--- src/design/gpd_regs.svh ---
// constants of the planar graphics datapath: port addresses, indexes, fields
// assumes an 8-bit host i/o port pair (index port, data port) on one clock
`ifndef GPD_REGS_SVH
`define GPD_REGS_SVH
// ****************************************
// i/o port addresses
// ****************************************
`define GPD_PORT_INDEX 16'h03ce
`define GPD_PORT_DATA 16'h03cf
// ****************************************
// indexed register numbers
// ****************************************
`define GPD_IDX_SET_RESET 4'h0
`define GPD_IDX_SR_ENABLE 4'h1
`define GPD_IDX_COLOR_CMP 4'h2
`define GPD_IDX_ROTATE_FN 4'h3
`define GPD_IDX_READ_PLANE 4'h4
`define GPD_IDX_MODE 4'h5
`define GPD_IDX_MISC 4'h6
`define GPD_IDX_CARE 4'h7
`define GPD_IDX_BIT_MASK 4'h8
// ****************************************
// field positions
// ****************************************
`define GPD_ROT_LSB 0
`define GPD_ROT_MSB 2
`define GPD_FN_LSB 3
`define GPD_FN_MSB 4
`define GPD_MODE_WM_LSB 0
`define GPD_MODE_WM_MSB 1
`define GPD_MODE_RM_BIT 3
`define GPD_MODE_OE_BIT 4
`define GPD_MODE_256_BIT 6
`define GPD_MISC_GFX_BIT 0
`define GPD_MISC_OE_BIT 1
`define GPD_MISC_MAP_LSB 2
`define GPD_MISC_MAP_MSB 3
// ****************************************
// reset values (none documented, all clear)
// ****************************************
`define GPD_RST_BYTE 8'h00
`endif

--- src/design/gpd_pkg.sv ---
// types of the planar graphics datapath
// assumes four display planes of one byte each per address
package gpd_pkg;
  // write modes held in the mode register
  typedef enum logic [1:0] {
    GPD_WM0 = 2'b00,
    GPD_WM1 = 2'b01,
    GPD_WM2 = 2'b10,
    GPD_WM3 = 2'b11
  } gpd_wmode_t;
  // logic unit operations
  typedef enum logic [1:0] {
    GPD_FN_MOVE = 2'b00,
    GPD_FN_AND = 2'b01,
    GPD_FN_OR = 2'b10,
    GPD_FN_XOR = 2'b11
  } gpd_func_t;
  // one byte for each plane
  typedef logic [3:0][7:0] gpd_planes_t;
  // a host i/o access
  typedef struct packed {
    logic wr;
    logic rd;
    logic [15:0] addr;
    logic [7:0] wdata;
  } gpd_io_req_t;
endpackage : gpd_pkg

--- src/design/gpd_datapath.sv ---
// planar write/read datapath of the graphics data controller
// assumes host i/o and memory requests are synchronous to ref_clk and
// that display memory answers a read in the cycle its strobe stands
`timescale 1ns/1ns
`include "gpd_regs.svh"
module gpd_datapath
  import gpd_pkg::*;
#(
  parameter int AW = 16 // cpu/display address width
) (
  input wire logic ref_clk, // 20 mhz host bus clock
  input wire logic rst, // async reset, active high
  input wire gpd_io_req_t io_req, // host i/o access
  output logic [7:0] io_rdata_q, // i/o read data
  output logic io_rvalid_q, // i/o read data valid pulse
  input wire logic mem_wr, // cpu display memory write pulse
  input wire logic mem_rd, // cpu display memory read pulse
  input wire logic [AW-1:0] cpu_addr, // cpu memory address
  input wire logic [7:0] cpu_wdata, // cpu memory write data
  input wire logic [3:0] plane_wr_en, // plane write selection from sequencer
  output logic mem_ready, // may take a memory request
  output logic [7:0] cpu_rdata_q, // memory read data to cpu
  output logic cpu_rvalid_q, // memory read data valid pulse
  output logic [AW-1:0] dm_addr_q, // display memory address
  output logic [3:0] dm_we_q, // display memory plane write strobes
  output logic dm_re_q, // display memory read strobe
  output gpd_planes_t dm_wdata_q, // display memory write data
  input wire gpd_planes_t dm_rdata, // display memory read data
  output logic gfx_mode, // graphics (1) or text (0) mode
  output logic [1:0] mem_map_sel, // frame buffer mapping select
  output logic color256_en // 256 color shift load select
);

  // ****************************************
  // indexed register file
  // ****************************************
  logic [3:0] index_q; // selected indexed register
  logic [3:0] set_reset_q; // set/reset value per plane
  logic [3:0] sr_enable_q; // set/reset enable per plane
  logic [3:0] color_cmp_q; // compare color
  logic [4:0] rotate_fn_q; // function select and rotate count
  logic [1:0] read_plane_q; // read plane select
  logic [7:0] mode_q; // mode register, reserved bits held zero
  logic [3:0] misc_q; // memory map, odd/even, graphics enable
  logic [3:0] care_q; // compare participation mask
  logic [7:0] bit_mask_q; // per-bit write mask
  logic data_sel; // i/o access hits the data port
  logic index_sel; // i/o access hits the index port

  assign index_sel = (io_req.addr == `GPD_PORT_INDEX);
  assign data_sel = (io_req.addr == `GPD_PORT_DATA);

  // index port write
  always_ff @(posedge ref_clk or posedge rst) begin
    if (rst) begin
      index_q <= 4'h0;
    end else if (io_req.wr && index_sel) begin
      index_q <= io_req.wdata[3:0];
    end
  end

  // data port writes; reserved bits never stored so they read as zero
  // a new setting applies from the next edge, so a memory request taken
  // in the same cycle as the data write still sees the old setting, except that a read uses the new compare color and care mask
  always_ff @(posedge ref_clk or posedge rst) begin
    if (rst) begin
      set_reset_q <= 4'h0;
      sr_enable_q <= 4'h0;
      color_cmp_q <= 4'h0;
      rotate_fn_q <= 5'h00;
      read_plane_q <= 2'h0;
      mode_q <= `GPD_RST_BYTE;
      misc_q <= 4'h0;
      care_q <= 4'h0;
      bit_mask_q <= `GPD_RST_BYTE;
    end else if (io_req.wr && data_sel) begin
      unique case (index_q)
        `GPD_IDX_SET_RESET: begin
          set_reset_q <= io_req.wdata[3:0];
        end
        `GPD_IDX_SR_ENABLE: begin
          sr_enable_q <= io_req.wdata[3:0];
        end
        `GPD_IDX_COLOR_CMP: begin
          color_cmp_q <= io_req.wdata[3:0];
        end
        `GPD_IDX_ROTATE_FN: begin
          rotate_fn_q <= io_req.wdata[4:0];
        end
        `GPD_IDX_READ_PLANE: begin
          read_plane_q <= io_req.wdata[1:0];
        end
        `GPD_IDX_MODE: begin
          mode_q <= io_req.wdata & 8'h5b;
        end
        `GPD_IDX_MISC: begin
          misc_q <= io_req.wdata[3:0];
        end
        `GPD_IDX_CARE: begin
          care_q <= io_req.wdata[3:0];
        end
        `GPD_IDX_BIT_MASK: begin
          bit_mask_q <= io_req.wdata;
        end
        // unknown indexes are written nowhere
        default: begin
        end
      endcase
    end
  end

  // register readback value for the current index
  function automatic logic [7:0] gpd_reg_read(input logic [3:0] idx);
    logic [7:0] v;
    v = 8'h00;
    unique case (idx)
      `GPD_IDX_SET_RESET: v = {4'h0, set_reset_q};
      `GPD_IDX_SR_ENABLE: v = {4'h0, sr_enable_q};
      `GPD_IDX_COLOR_CMP: v = {4'h0, color_cmp_q};
      `GPD_IDX_ROTATE_FN: v = {3'h0, rotate_fn_q};
      `GPD_IDX_READ_PLANE: v = {6'h00, read_plane_q};
      `GPD_IDX_MODE: v = mode_q;
      `GPD_IDX_MISC: v = {4'h0, misc_q};
      `GPD_IDX_CARE: v = {4'h0, care_q};
      `GPD_IDX_BIT_MASK: v = bit_mask_q;
      // unmapped indexes read zero
      default: v = 8'h00;
    endcase
    return v;
  endfunction : gpd_reg_read

  // i/o read answer, one cycle after the request; other ports read zero
  always_ff @(posedge ref_clk or posedge rst) begin
    if (rst) begin
      io_rdata_q <= 8'h00;
      io_rvalid_q <= 1'b0;
    end else begin
      io_rvalid_q <= io_req.rd;
      if (io_req.rd) begin
        if (index_sel) begin
          io_rdata_q <= {4'h0, index_q};
        end else if (data_sel) begin
          io_rdata_q <= gpd_reg_read(index_q);
        end else begin
          io_rdata_q <= 8'h00;
        end
      end
    end
  end

  // ****************************************
  // mode decode
  // ****************************************
  gpd_wmode_t wmode; // current write mode
  gpd_func_t func; // current logic operation
  logic [2:0] rot_cnt; // rotate count
  logic odd_even; // odd/even chaining active

  assign wmode = gpd_wmode_t'(mode_q[`GPD_MODE_WM_MSB:`GPD_MODE_WM_LSB]);
  assign func = gpd_func_t'(rotate_fn_q[`GPD_FN_MSB:`GPD_FN_LSB]);
  assign rot_cnt = rotate_fn_q[`GPD_ROT_MSB:`GPD_ROT_LSB];
  assign odd_even = misc_q[`GPD_MISC_OE_BIT];
  assign gfx_mode = misc_q[`GPD_MISC_GFX_BIT];
  assign mem_map_sel = misc_q[`GPD_MISC_MAP_MSB:`GPD_MISC_MAP_LSB];
  assign color256_en = mode_q[`GPD_MODE_256_BIT];

  // ****************************************
  // write datapath
  // ****************************************
  gpd_planes_t latch_q; // one latch per plane
  gpd_planes_t wr_data; // next byte for each plane
  logic [7:0] rot_data; // rotated cpu data
  logic [7:0] eff_mask; // effective per-bit mask
  logic [15:0] rot_dbl; // doubled byte for a circular shift

  // rotate right, bit 0 wraps to bit 7; done before any masking
  assign rot_dbl = {cpu_wdata, cpu_wdata} >> rot_cnt;
  assign rot_data = rot_dbl[7:0];

  // mode 3 uses rotated data and mask as its mask, others the plain mask
  assign eff_mask = (wmode == GPD_WM3) ? (rot_data & bit_mask_q) : bit_mask_q;

  // logic unit between processed data and latch
  function automatic logic [7:0] gpd_alu(input gpd_func_t f, input logic [7:0] d,
                                         input logic [7:0] l);
    logic [7:0] r;
    r = d;
    unique case (f)
      GPD_FN_MOVE: r = d;
      GPD_FN_AND: r = d & l;
      GPD_FN_OR: r = d | l;
      GPD_FN_XOR: r = d ^ l;
    endcase
    return r;
  endfunction : gpd_alu

  // per-plane data path, identical for all four planes
  for (genvar p = 0; p < 4; p++) begin : g_plane
    logic [7:0] src; // processed cpu data for this plane
    always_comb begin
      src = rot_data;
      unique case (wmode)
        GPD_WM0: begin
          src = sr_enable_q[p] ? {8{set_reset_q[p]}} : rot_data;
        end
        GPD_WM2: begin
          // no rotation here: the raw cpu bit is replicated
          src = sr_enable_q[p] ? {8{set_reset_q[p]}} : {8{cpu_wdata[p]}};
        end
        GPD_WM3: begin
          src = {8{set_reset_q[p]}};
        end
        GPD_WM1: begin
          src = latch_q[p];
        end
      endcase
      if (wmode == GPD_WM1) begin
        wr_data[p] = latch_q[p];
      end else begin
        // mask 1 passes the alu result, 0 keeps the latched bit
        wr_data[p] = (gpd_alu(func, src, latch_q[p]) & eff_mask)
                     | (latch_q[p] & ~eff_mask);
      end
    end
  end

  // ****************************************
  // address and plane selection
  // ****************************************
  logic [AW-1:0] mem_addr; // display address after odd/even swap
  logic [3:0] oe_planes; // planes reachable under odd/even
  logic [3:0] wr_planes; // planes written by this access

  // odd/even puts a high-order bit in place of address bit 0
  // limitation: the top cpu address bit stands in for bit 0, so each even/odd
  // address pair lands on one display location while chaining is on
  assign mem_addr = odd_even ? {cpu_addr[AW-1:1], cpu_addr[AW-1]} : cpu_addr;
  // even planes on even addresses, odd planes on odd addresses
  assign oe_planes = cpu_addr[0] ? 4'b1010 : 4'b0101;
  assign wr_planes = (wmode == GPD_WM1) ? 4'hf
                     : (plane_wr_en & (odd_even ? oe_planes : 4'hf));

  // ****************************************
  // memory access sequencer
  // ****************************************
  typedef enum logic [0:0] {
    GPD_ST_IDLE,
    GPD_ST_READ
  } gpd_state_t;
  gpd_state_t state_q; // access state
  logic [1:0] rd_plane_q; // plane for a mode 0 read
  logic rd_mode_q; // read mode captured with the request

  // one access at a time; a read holds the port for its data cycle
  // trade-off: one busy cycle per read keeps the memory port free of queues
  assign mem_ready = (state_q == GPD_ST_IDLE);

  // state and request capture
  always_ff @(posedge ref_clk or posedge rst) begin
    if (rst) begin
      state_q <= GPD_ST_IDLE;
      rd_plane_q <= 2'h0;
      rd_mode_q <= 1'b0;
    end else begin
      unique case (state_q)
        GPD_ST_IDLE: begin
          if (mem_rd && !mem_wr) begin
            state_q <= GPD_ST_READ;
            rd_mode_q <= mode_q[`GPD_MODE_RM_BIT];
            // odd/even reads pick the pair member by the low address bit
            rd_plane_q <= (mode_q[`GPD_MODE_OE_BIT] || odd_even)
                          ? {read_plane_q[1], cpu_addr[0]} : read_plane_q;
          end
        end
        GPD_ST_READ: begin
          state_q <= GPD_ST_IDLE;
        end
      endcase
    end
  end

  // display memory strobes, address and data come from flops
  always_ff @(posedge ref_clk or posedge rst) begin
    if (rst) begin
      dm_addr_q <= '0;
      dm_we_q <= 4'h0;
      dm_re_q <= 1'b0;
      dm_wdata_q <= '0;
    end else begin
      dm_we_q <= 4'h0;
      dm_re_q <= 1'b0;
      if (mem_ready && mem_wr) begin
        dm_addr_q <= mem_addr;
        dm_we_q <= wr_planes;
        dm_wdata_q <= wr_data;
      end else if (mem_ready && mem_rd) begin
        dm_addr_q <= mem_addr;
        dm_re_q <= 1'b1;
      end
    end
  end

  // ****************************************
  // read path and latches
  // ****************************************
  logic [7:0] cmp_result; // read mode 1 pixel match bits

  // a pixel matches when every cared plane equals its compare bit
  // with no plane cared for, every pixel matches and the result is all ones
  always_comb begin
    for (int i = 0; i < 8; i++) begin
      cmp_result[i] = 1'b1;
      for (int p = 0; p < 4; p++) begin
        if (care_q[p] && (dm_rdata[p][i] != color_cmp_q[p])) begin
          cmp_result[i] = 1'b0;
        end
      end
    end
  end

  // latches load from all planes on every memory read
  // a mode 1 copy writes what the last read left here, so software must
  // read the source location before each copying write
  always_ff @(posedge ref_clk or posedge rst) begin
    if (rst) begin
      latch_q <= '0;
    end else if (state_q == GPD_ST_READ) begin
      latch_q <= dm_rdata;
    end
  end

  // read answer to the cpu
  always_ff @(posedge ref_clk or posedge rst) begin
    if (rst) begin
      cpu_rdata_q <= 8'h00;
      cpu_rvalid_q <= 1'b0;
    end else begin
      cpu_rvalid_q <= (state_q == GPD_ST_READ);
      if (state_q == GPD_ST_READ) begin
        cpu_rdata_q <= rd_mode_q ? cmp_result
                       : dm_rdata[rd_plane_q];
      end
    end
  end

endmodule : gpd_datapath

--- config.mk ---
export PLATFORM = sky130hd
export DESIGN_NAME = gpd_datapath
export DESIGN_NICKNAME = d
export VERILOG_FILES = /design/src/design/gpd_pkg.sv /design/src/design/gpd_datapath.sv
export VERILOG_INCLUDE_DIRS = /design/src /design/src/design
export SDC_FILE = /design/constraint.sdc
export NUM_CORES = 1
export LEC_CHECK = 0
export BUFFER_PORTS_ARGS = -buffer_cell sky130_fd_sc_hd__buf_2
export CORE_MARGIN = 3
export CORE_UTILIZATION = 60
export DETAILED_ROUTE_END_ITERATION = 6
export GPL_TIMING_DRIVEN = 0
export HOLD_SLACK_MARGIN = 0.03
export PLACE_DENSITY = 0.84
export SLEW_MARGIN = 0
export SYNTH_ARGS = -nofsm -noshare
export SYNTH_HDL_FRONTEND = slang
export SYNTH_SLANG_ARGS = --single-unit
--- constraint.sdc ---
create_clock -name ref_clk -period 9.57 [get_ports ref_clk]
set_clock_uncertainty 0.1 [all_clocks]
set_input_delay 0 -clock ref_clk [delete_from_list [all_inputs] [get_ports ref_clk]]
set_output_delay 0 -clock ref_clk [all_outputs]
set_load 0.005 [all_outputs]
==> impl_metrics.csv, run 1 <==
group,metric,value,unit
run_status,status,"complete, no violations",
sta,report.final.hold_viol_count,0,
critical_path,r2r_cells,11,
route,wl_per_cell,24.5,um
logic_synthesis,synth_area_leaders,"dfrtp_1 35%, ha_1 7.5%, mux2_2 7.0%, o21ai_0 5.2%, mux2i_1 3.7%",
pwr,vdd_drop_max,0.141,mV
route,drc,0,
die,rows,48,
logic_synthesis,synth_top_area_frac,0.355,
sta,setup_viol,0,
grt,busiest_layer,"met2",
grt,grt_pass1_vias,10800,
grt,antenna_found_initial,1,
critical_path,critPathSlowestCell,"nand3_1",
logic_synthesis,yosysUniqueCellTypes,64,
hold_path,hold_path.class,"primary input to register",
clock_network,postCtsSetupBuffers,0,
cells_and_area,syn_to_final_growth,22.9,%
pwr,powerDensity,135,mW/mm^2
die,ios,166,
clock_network,hold_buffers,73,
clock_network,clk_path_buf_depth,2,
placement,dp_hpwl,27.0,mm
die,start_util,0.613,
logic_synthesis,synth_area_leader_cell,"dfrtp_1",
critical_path,crit_chain,"buf_2 > clkbuf_1 > clkbuf_1 > nand3_1 > o211ai_1 > ha_1 > nand2_1 > o211ai_1 > o21ai_0 > nor3_1 > a221o_1",
cells_and_area,fin_area,0.0131,sq mm
placement,gp_congestion,0.988,
logic_synthesis,ys_warn_count,0,
critical_path,crit_arrival,3.79,ns
cells_and_area,final_layout_size_suffix_gt1_frac,0.227,
cells_and_area,antenna_cells,0,
die,chipHeight,139,um
critical_path,slowest_delay,0.53,ns
pwr,p_leak,6.03,nW
logic_synthesis,synth_common_cells,"151 x dfrtp_1, 110 x o21ai_0, 95 x nand2_1",
route,vias,10800,
logic_synthesis,syn_inst,1130,
logic_synthesis,synth-seq-area-share,0.355,
grt,grt_use_met2,0.648,
clock_network,cts_max_level,4,
clock_network,insertion_delay,0.45,ns
placement,port_buffers,163,
sta,max_slew_margin,0.147,
grt,grtUsageMet1,0.529,
pwr,finalPower,1.77,mW
route,dr.pass1.iters,7,
sta,max_freq,280,MHz
clock_network,cts_root_buf,"clkbuf_16",
logic_synthesis,yosys_register_bits,151,
logic_synthesis,synth_ff_type,"dfrtp_1",
critical_path,critPathMaxFanout,10,
route,viasPerCell,6.65,
grt,grt.overflow.total,0,
logic_synthesis,syn_nets,1284,
die,core-area,0.0174,sq mm
critical_path,critPathBufInv,3,
die,die_w,139,um
logic_synthesis,async_flop_share,1.00,
logic_synthesis,synth_edf_count,0,
critical_path,path_delay_family,"buffers and inverters",
grt,grt_pass1_wl,62.0,mm
clock_network,cts_tree,"yes",
flow_run,max_cap_violations,0,
logic_synthesis,syn_avg_cell_area,9.42,sq um
clock_network,clkTransAtPathRegs,0.07,ns
critical_path,worst-endpoint-required,9.79,ns
sta,min_period,3.57,ns
clock_network,cts_resized,0,
critical_path,crit_path_end_kind,"register",
placement,placedInstanceArea,0.0118,sq mm
sta,fin_tns_setup,0,ns
route,drtAntennaViolNets,0,
grt,use_met3,0.0942,
sta,slew_violations,0,
logic_synthesis,yosysMostFrequentCell,"dfrtp_1",
route,wirelength,39.7,mm
hold_path,whs_path_depth,5,
critical_path,worst-setup-path-type,"register to register",
critical_path,crit_cells,11,
clock_network,cts.sinks,151,
sta,worst_pin_slew,1.28,ns
logic_synthesis,syn_area,0.0106,sq mm
sta,finalCritPeriodShare,0.373,
route,drt-initial-drc-count,1522,
critical_path,start_kind,"register",
grt,grt_max_degree,89,
grt,grt_usage,0.410,
die,dieArea,0.0194,sq mm
sta,rsz0062_at_grt,"false",
cells_and_area,nets,1540,
clock_network,cts_buffers,17,
==> metrics by stage <==
stage / utilization / std cells / hold WS, ns / setup WS [ns]
after global routing: 0.754 / 1624 / 0.0823 / 5.76
after global placement: 0.677 / 1518 / 0.0962 / 3.74
after CTS: 0.754 / 1624 / 0.0463 / 6.11
final: 0.754 / 1624 / 0.0546 / 6.00
after detailed placement: 0.679 / 1519 / 0.0158 / 6.12
after floorplan: - / 1130 / -0.0686 / 5.41
==> power by group <==
part / total [mW] / leakage (nW) / internal (mW) / switching (mW)
registers: 0.760 / 1.93 / 0.702 / 0.0581
logic: 0.334 / 3.81 / 0.150 / 0.183
clock network: 0.679 / 0.286 / 0.360 / 0.319
==> layout by cell type, fill, tap and decap left out, types with 19 or more instances in the layout <==
| cell | n |
|---|---|
| nor3_1 | 19 |
| clkbuf_1 | 54 |
| buf_2 | 176 |
| mux2_2 | 66 |
| a21oi_1 | 32 |
| a221o_1 | 19 |
| dfrtp_1 | 151 |
| nor2_1 | 42 |
| o21ai_0 | 110 |
| inv_1 | 90 |
| a22oi_1 | 24 |
| ha_1 | 64 |
| nand2_1 | 95 |
| mux2i_1 | 39 |
| xor2_1 | 32 |
| dlygate4sd3_1 | 73 |
==> registers in the layout, indices dropped and copies added (netlist names), 4 cells and up <==
name and cells:
io_rdata_q 8, care_q 4, cpu_rdata_q 8, dm_addr_q 16, latch_q 32, misc_q 4, set_reset_q 4, rotate_fn_q 5
mode_q 5, index_q 4, dm_wdata_q 32, bit_mask_q 8, dm_we_q 4, color_cmp_q 4, sr_enable_q 4
==> final cells by class <==
| type | instances | area (sq um) |
|---|---|---|
| flip-flops and latches | 151 | 3780 |
| clock buffers | 19 | 453 |
| well taps | 225 | 282 |
| clock inverters | 13 | 130 |
| inverters | 91 | 347 |
| repair buffers | 237 | 1570 |
| fillers | 1155 | 4270 |
| plain buffers | 85 | 350 |
| multi-input cells | 803 | 6180 |
==> logic make-up after synthesis <==
group | synth area share
AOI/OAI and AO/OA | 0.216
and+or+nand+nor | 0.116
buffers and inverters | 0.0650
DFF | 0.355
muxes | 0.147
adders and majority gates | 0.0752
xor gates and xnor gates | 0.0263
==> layer usage <==
metal,share of wire,wire [um]
met1,0.37,14500
met2,0.46,18100
met3,0.12,4730
met4,0.059,2330
met5,0.00018,7
==> final timing paths <==
path	startpoint	endpoint	slack, ns
worst max-delay path	mode_q[1]	dm_wdata_q[8]	6.00
worst min-delay path	io_req[22]	io_rdata_q[0]	0.05
worst max register to register	mode_q[1]	dm_wdata_q[8]	6.00
worst min register to register	io_rdata_q[4]	io_rdata_q[4]	0.39
max in group asynchronous	rst	dm_wdata_q[8]	8.43
min in group asynchronous	rst	cpu_rdata_q[6]	0.08
==> worst register-to-register path, delay by kind of cell (launching register included) <==
family	cells	cell delay (ns)
compound gates	4	0.84
fa+ha+maj	1	0.27
buf+inv	3	1.15
flops	1	0.41
simple gates	3	0.68
Power figures use the tool's default switching activity.
==> run 2: changes to the inputs <==
--- a/config.mk
+++ b/config.mk
@@ -6,13 +6,14 @@
 export SDC_FILE = /design/constraint.sdc
 export NUM_CORES = 1
 export LEC_CHECK = 0
+export ABC_AREA = 1
 export BUFFER_PORTS_ARGS = -buffer_cell sky130_fd_sc_hd__buf_2
 export CORE_MARGIN = 3
-export CORE_UTILIZATION = 60
+export CORE_UTILIZATION = 58
 export DETAILED_ROUTE_END_ITERATION = 6
 export GPL_TIMING_DRIVEN = 0
 export HOLD_SLACK_MARGIN = 0.03
-export PLACE_DENSITY = 0.84
+export PLACE_DENSITY = 0.82
 export SLEW_MARGIN = 0
 export SYNTH_ARGS = -nofsm -noshare
 export SYNTH_HDL_FRONTEND = slang
==> constraint.sdc (replaced) <==
create_clock -name ref_clk -period 3.3 [get_ports ref_clk]
set_clock_uncertainty 0.1 [all_clocks]
set_input_delay 0 -clock ref_clk [delete_from_list [all_inputs] [get_ports ref_clk]]
set_output_delay 0 -clock ref_clk [all_outputs]
set_load 0.005 [all_outputs]
==> impl_metrics.csv, run 2 <==
group,metric,value,unit
critical_path,path_delay_family,"simple AND/OR/NAND/NOR gates",
logic_synthesis,synth_edf_count,0,
run_status,violations,"DRC",
logic_synthesis,syn_area,0.0100,sq mm
logic_synthesis,syn_nets,1555,
sta,min_period,2.62,ns
placement,gp_congestion,1.03,
logic_synthesis,synth_top_area_frac,0.377,
sta,setup_slack,0.682,ns
cells_and_area,antenna_cells,0,
die,start_util,0.598,
sta,max_slew_margin,0.458,
logic_synthesis,yosys_register_bits,151,
critical_path,crit_chain,"clkinv_1 > nand2_1 > a21oi_1 > nor2_2 > o21ai_0 > nand2_1 > ha_1 > a221oi_1 > nor2_1 > nand2_1 > a21oi_1",
logic_synthesis,synth_area_leaders,"dfrtp_1 38%, nand2_1 14%, ha_1 8.0%, o21ai_0 7.2%, a21oi_1 5.9%",
route,wl_per_cell,19.3,um
cells_and_area,nets,1831,
logic_synthesis,synth_area_leader_cell,"dfrtp_1",
route,wirelength,36.8,mm
grt,grt_max_degree,44,
sta,max_freq,382,MHz
logic_synthesis,syn_inst,1401,
clock_network,cts_buffers,17,
critical_path,start_kind,"register",
critical_path,slowest_delay,0.37,ns
die,rows,47,
pwr,p_leak,6.29,nW
die,die_w,137,um
critical_path,critPathSlowestCell,"dfrtp_1",
logic_synthesis,synth_ff_type,"dfrtp_1",
logic_synthesis,syn_avg_cell_area,7.15,sq um
sta,finalCritPeriodShare,0.793,
critical_path,crit_arrival,2.84,ns
route,drtAntennaViolNets,0,
critical_path,critPathMaxFanout,10,
placement,port_buffers,165,
die,ios,166,
grt,grt_usage,0.397,
cells_and_area,reg_top3,"dm_wdata_q: 32 flops, latch_q: 32 flops, dm_addr_q: 16 flops",
grt,antenna_found_initial,0,
sta,worst_pin_slew,0.811,ns
sta,slew_violations,0,
sta,setup_viol,0,
route,drt-initial-drc-count,1745,
die,core-area,0.0168,sq mm
logic_synthesis,yosysUniqueCellTypes,36,
logic_synthesis,ys_warn_count,0,
route,vias,11400,
logic_synthesis,synth-seq-area-share,0.377,
die,dieArea,0.0189,sq mm
route,drc,1,
cells_and_area,mostFrequentLayoutCells,"381 x nand2_1, 185 x buf_2, 151 x dfrtp_1",
critical_path,crit_path_end_kind,"register",
cells_and_area,syn_to_final_growth,26.3,%
placement,dp_hpwl,25.2,mm
clock_network,postCtsSetupBuffers,0,
clock_network,cts_root_buf,"clkbuf_16",
clock_network,cts_resized,0,
critical_path,worst-setup-path-type,"register to register",
clock_network,insertion_delay,0.44,ns
grt,grt_pass1_vias,11000,
sta,rsz0062_at_grt,"false",
sta,report.final.hold_viol_count,0,
logic_synthesis,async_flop_share,1.00,
clock_network,cts_max_level,4,
route,viasPerCell,5.98,
clock_network,clk_path_buf_depth,2,
run_status,status,"complete, but fails checks",
critical_path,cpMostUsedCell,"nand2_1",
critical_path,worst-endpoint-required,3.52,ns
die,chipHeight,137,um
grt,grt.overflow.total,0,
cells_and_area,final_layout_size_suffix_gt1_frac,0.160,
clock_network,cts.sinks,151,
route,dr.pass1.iters,7,
clock_network,clkTransAtPathRegs,0.06,ns
placement,dp_slack,0.775,ns
grt,grt_pass1_wl,57.8,mm
pwr,powerDensity,399,mW/mm^2
hold_path,hold_path.class,"primary input to register",
logic_synthesis,synth_common_cells,"381 x nand2_1, 151 x dfrtp_1, 144 x nor2_1, 144 x o21ai_0, 127 x inv_1",
pwr,vdd_drop_max,0.376,mV
cells_and_area,mostFrequentLayoutCell,"nand2_1",
sta,fin_tns_setup,0,ns
critical_path,critPathBufInv,1,
flow_run,max_cap_violations,0,
clock_network,cts_tree,"yes",
logic_synthesis,yosysMostFrequentCell,"nand2_1",
## run 2: where the power goes
group | total, mW | internal [mW] | switching (mW)
clock network | 1.99 | 1.12 | 0.870
logic | 0.899 | 0.386 | 0.512
registers | 2.16 | 2.04 | 0.124
total | 5.05 | 3.54 | 1.51
## run 2: per-layer routing
layer / GRT usage / routed length, um / part of all wire / up-vias
met5: 0 / 0 / 0 / -
met4: 0.200 / 2000 / 0.054 / 0
met3: 0.0928 / 4580 / 0.12 / 188
met2: 0.627 / 16700 / 0.45 / 887
met1: 0.510 / 13600 / 0.37 / 5173
li1: - / - / - / 5173
## run 2: worst paths after layout
| kind | slack [ns] | cells past startpoint | end | startpoint |
|---|---|---|---|---|
| worst max-delay path | 0.68 | 11 | dm_wdata_q[9] | sr_enable_q[1] |
| worst min-delay path | 0.05 | 8 | io_rdata_q[2] | io_req[18] |
| worst max register to register | 0.68 | 11 | dm_wdata_q[9] | sr_enable_q[1] |
| worst min register to register | 0.30 | 0 | cpu_rvalid_q | state_q |
| max in group asynchronous | 1.72 | 6 | dm_addr_q[1] | rst |
| min in group asynchronous | 0.15 | 3 | dm_wdata_q[14] | rst |
## run 2: final cells by class
| type | count | area, sq um |
|---|---|---|
| repair buffers | 257 | 1780 |
| clock inverters | 14 | 151 |
| clock buffers | 18 | 429 |
| flip-flops and latches | 151 | 3780 |
| multi-input cells | 1050 | 5420 |
| fillers | 1241 | 4100 |
| well taps | 220 | 275 |
| inverters | 141 | 538 |
| plain buffers | 59 | 292 |
## run 2: kinds of logic (layout without fill, tap and decap cells)
kind of cell	after synthesis	in the layout	share of synthesized area
AOI/OAI and AO/OA	365	365	0.202
adders and majority gates	64	64	0.0799
buffers and inverters	200	489	0.0824
DFF	151	151	0.377
muxes	17	17	0.0191
and+or+nand+nor	604	604	0.240
## run 2: repair_timing
item	4_1_cts	5_1_grt
hold buffers	89	0
endpoints found under the setup margin	0	0
hold endpoints to repair	148	0
## run 2: metrics by stage
stage / power [mW] / hold slack, ns / area [sq um] / instances / util
after floorplan: 2.60 / -0.0686 / 10000 / 1401 / -
after CTS: 4.99 / 0.0343 / 12700 / 1910 / 0.755
after global placement: 2.93 / 0.0914 / 11100 / 1786 / 0.664
after global routing: 5.23 / 0.103 / 12700 / 1910 / 0.755
final: 5.05 / 0.0460 / 12700 / 1910 / 0.755
after detailed placement: 2.97 / 0.0882 / 11200 / 1789 / 0.668
## run 2: worst register-to-register path: stages, from the launching register on
cell and delay, ns:
dfrtp_1 0.37, clkinv_1 0.32, nand2_1 0.15, a21oi_1 0.08, nor2_2 0.33, o21ai_0 0.16
nand2_1 0.13, ha_1 0.24, a221oi_1 0.32, nor2_1 0.10, nand2_1 0.13, a21oi_1 0.07
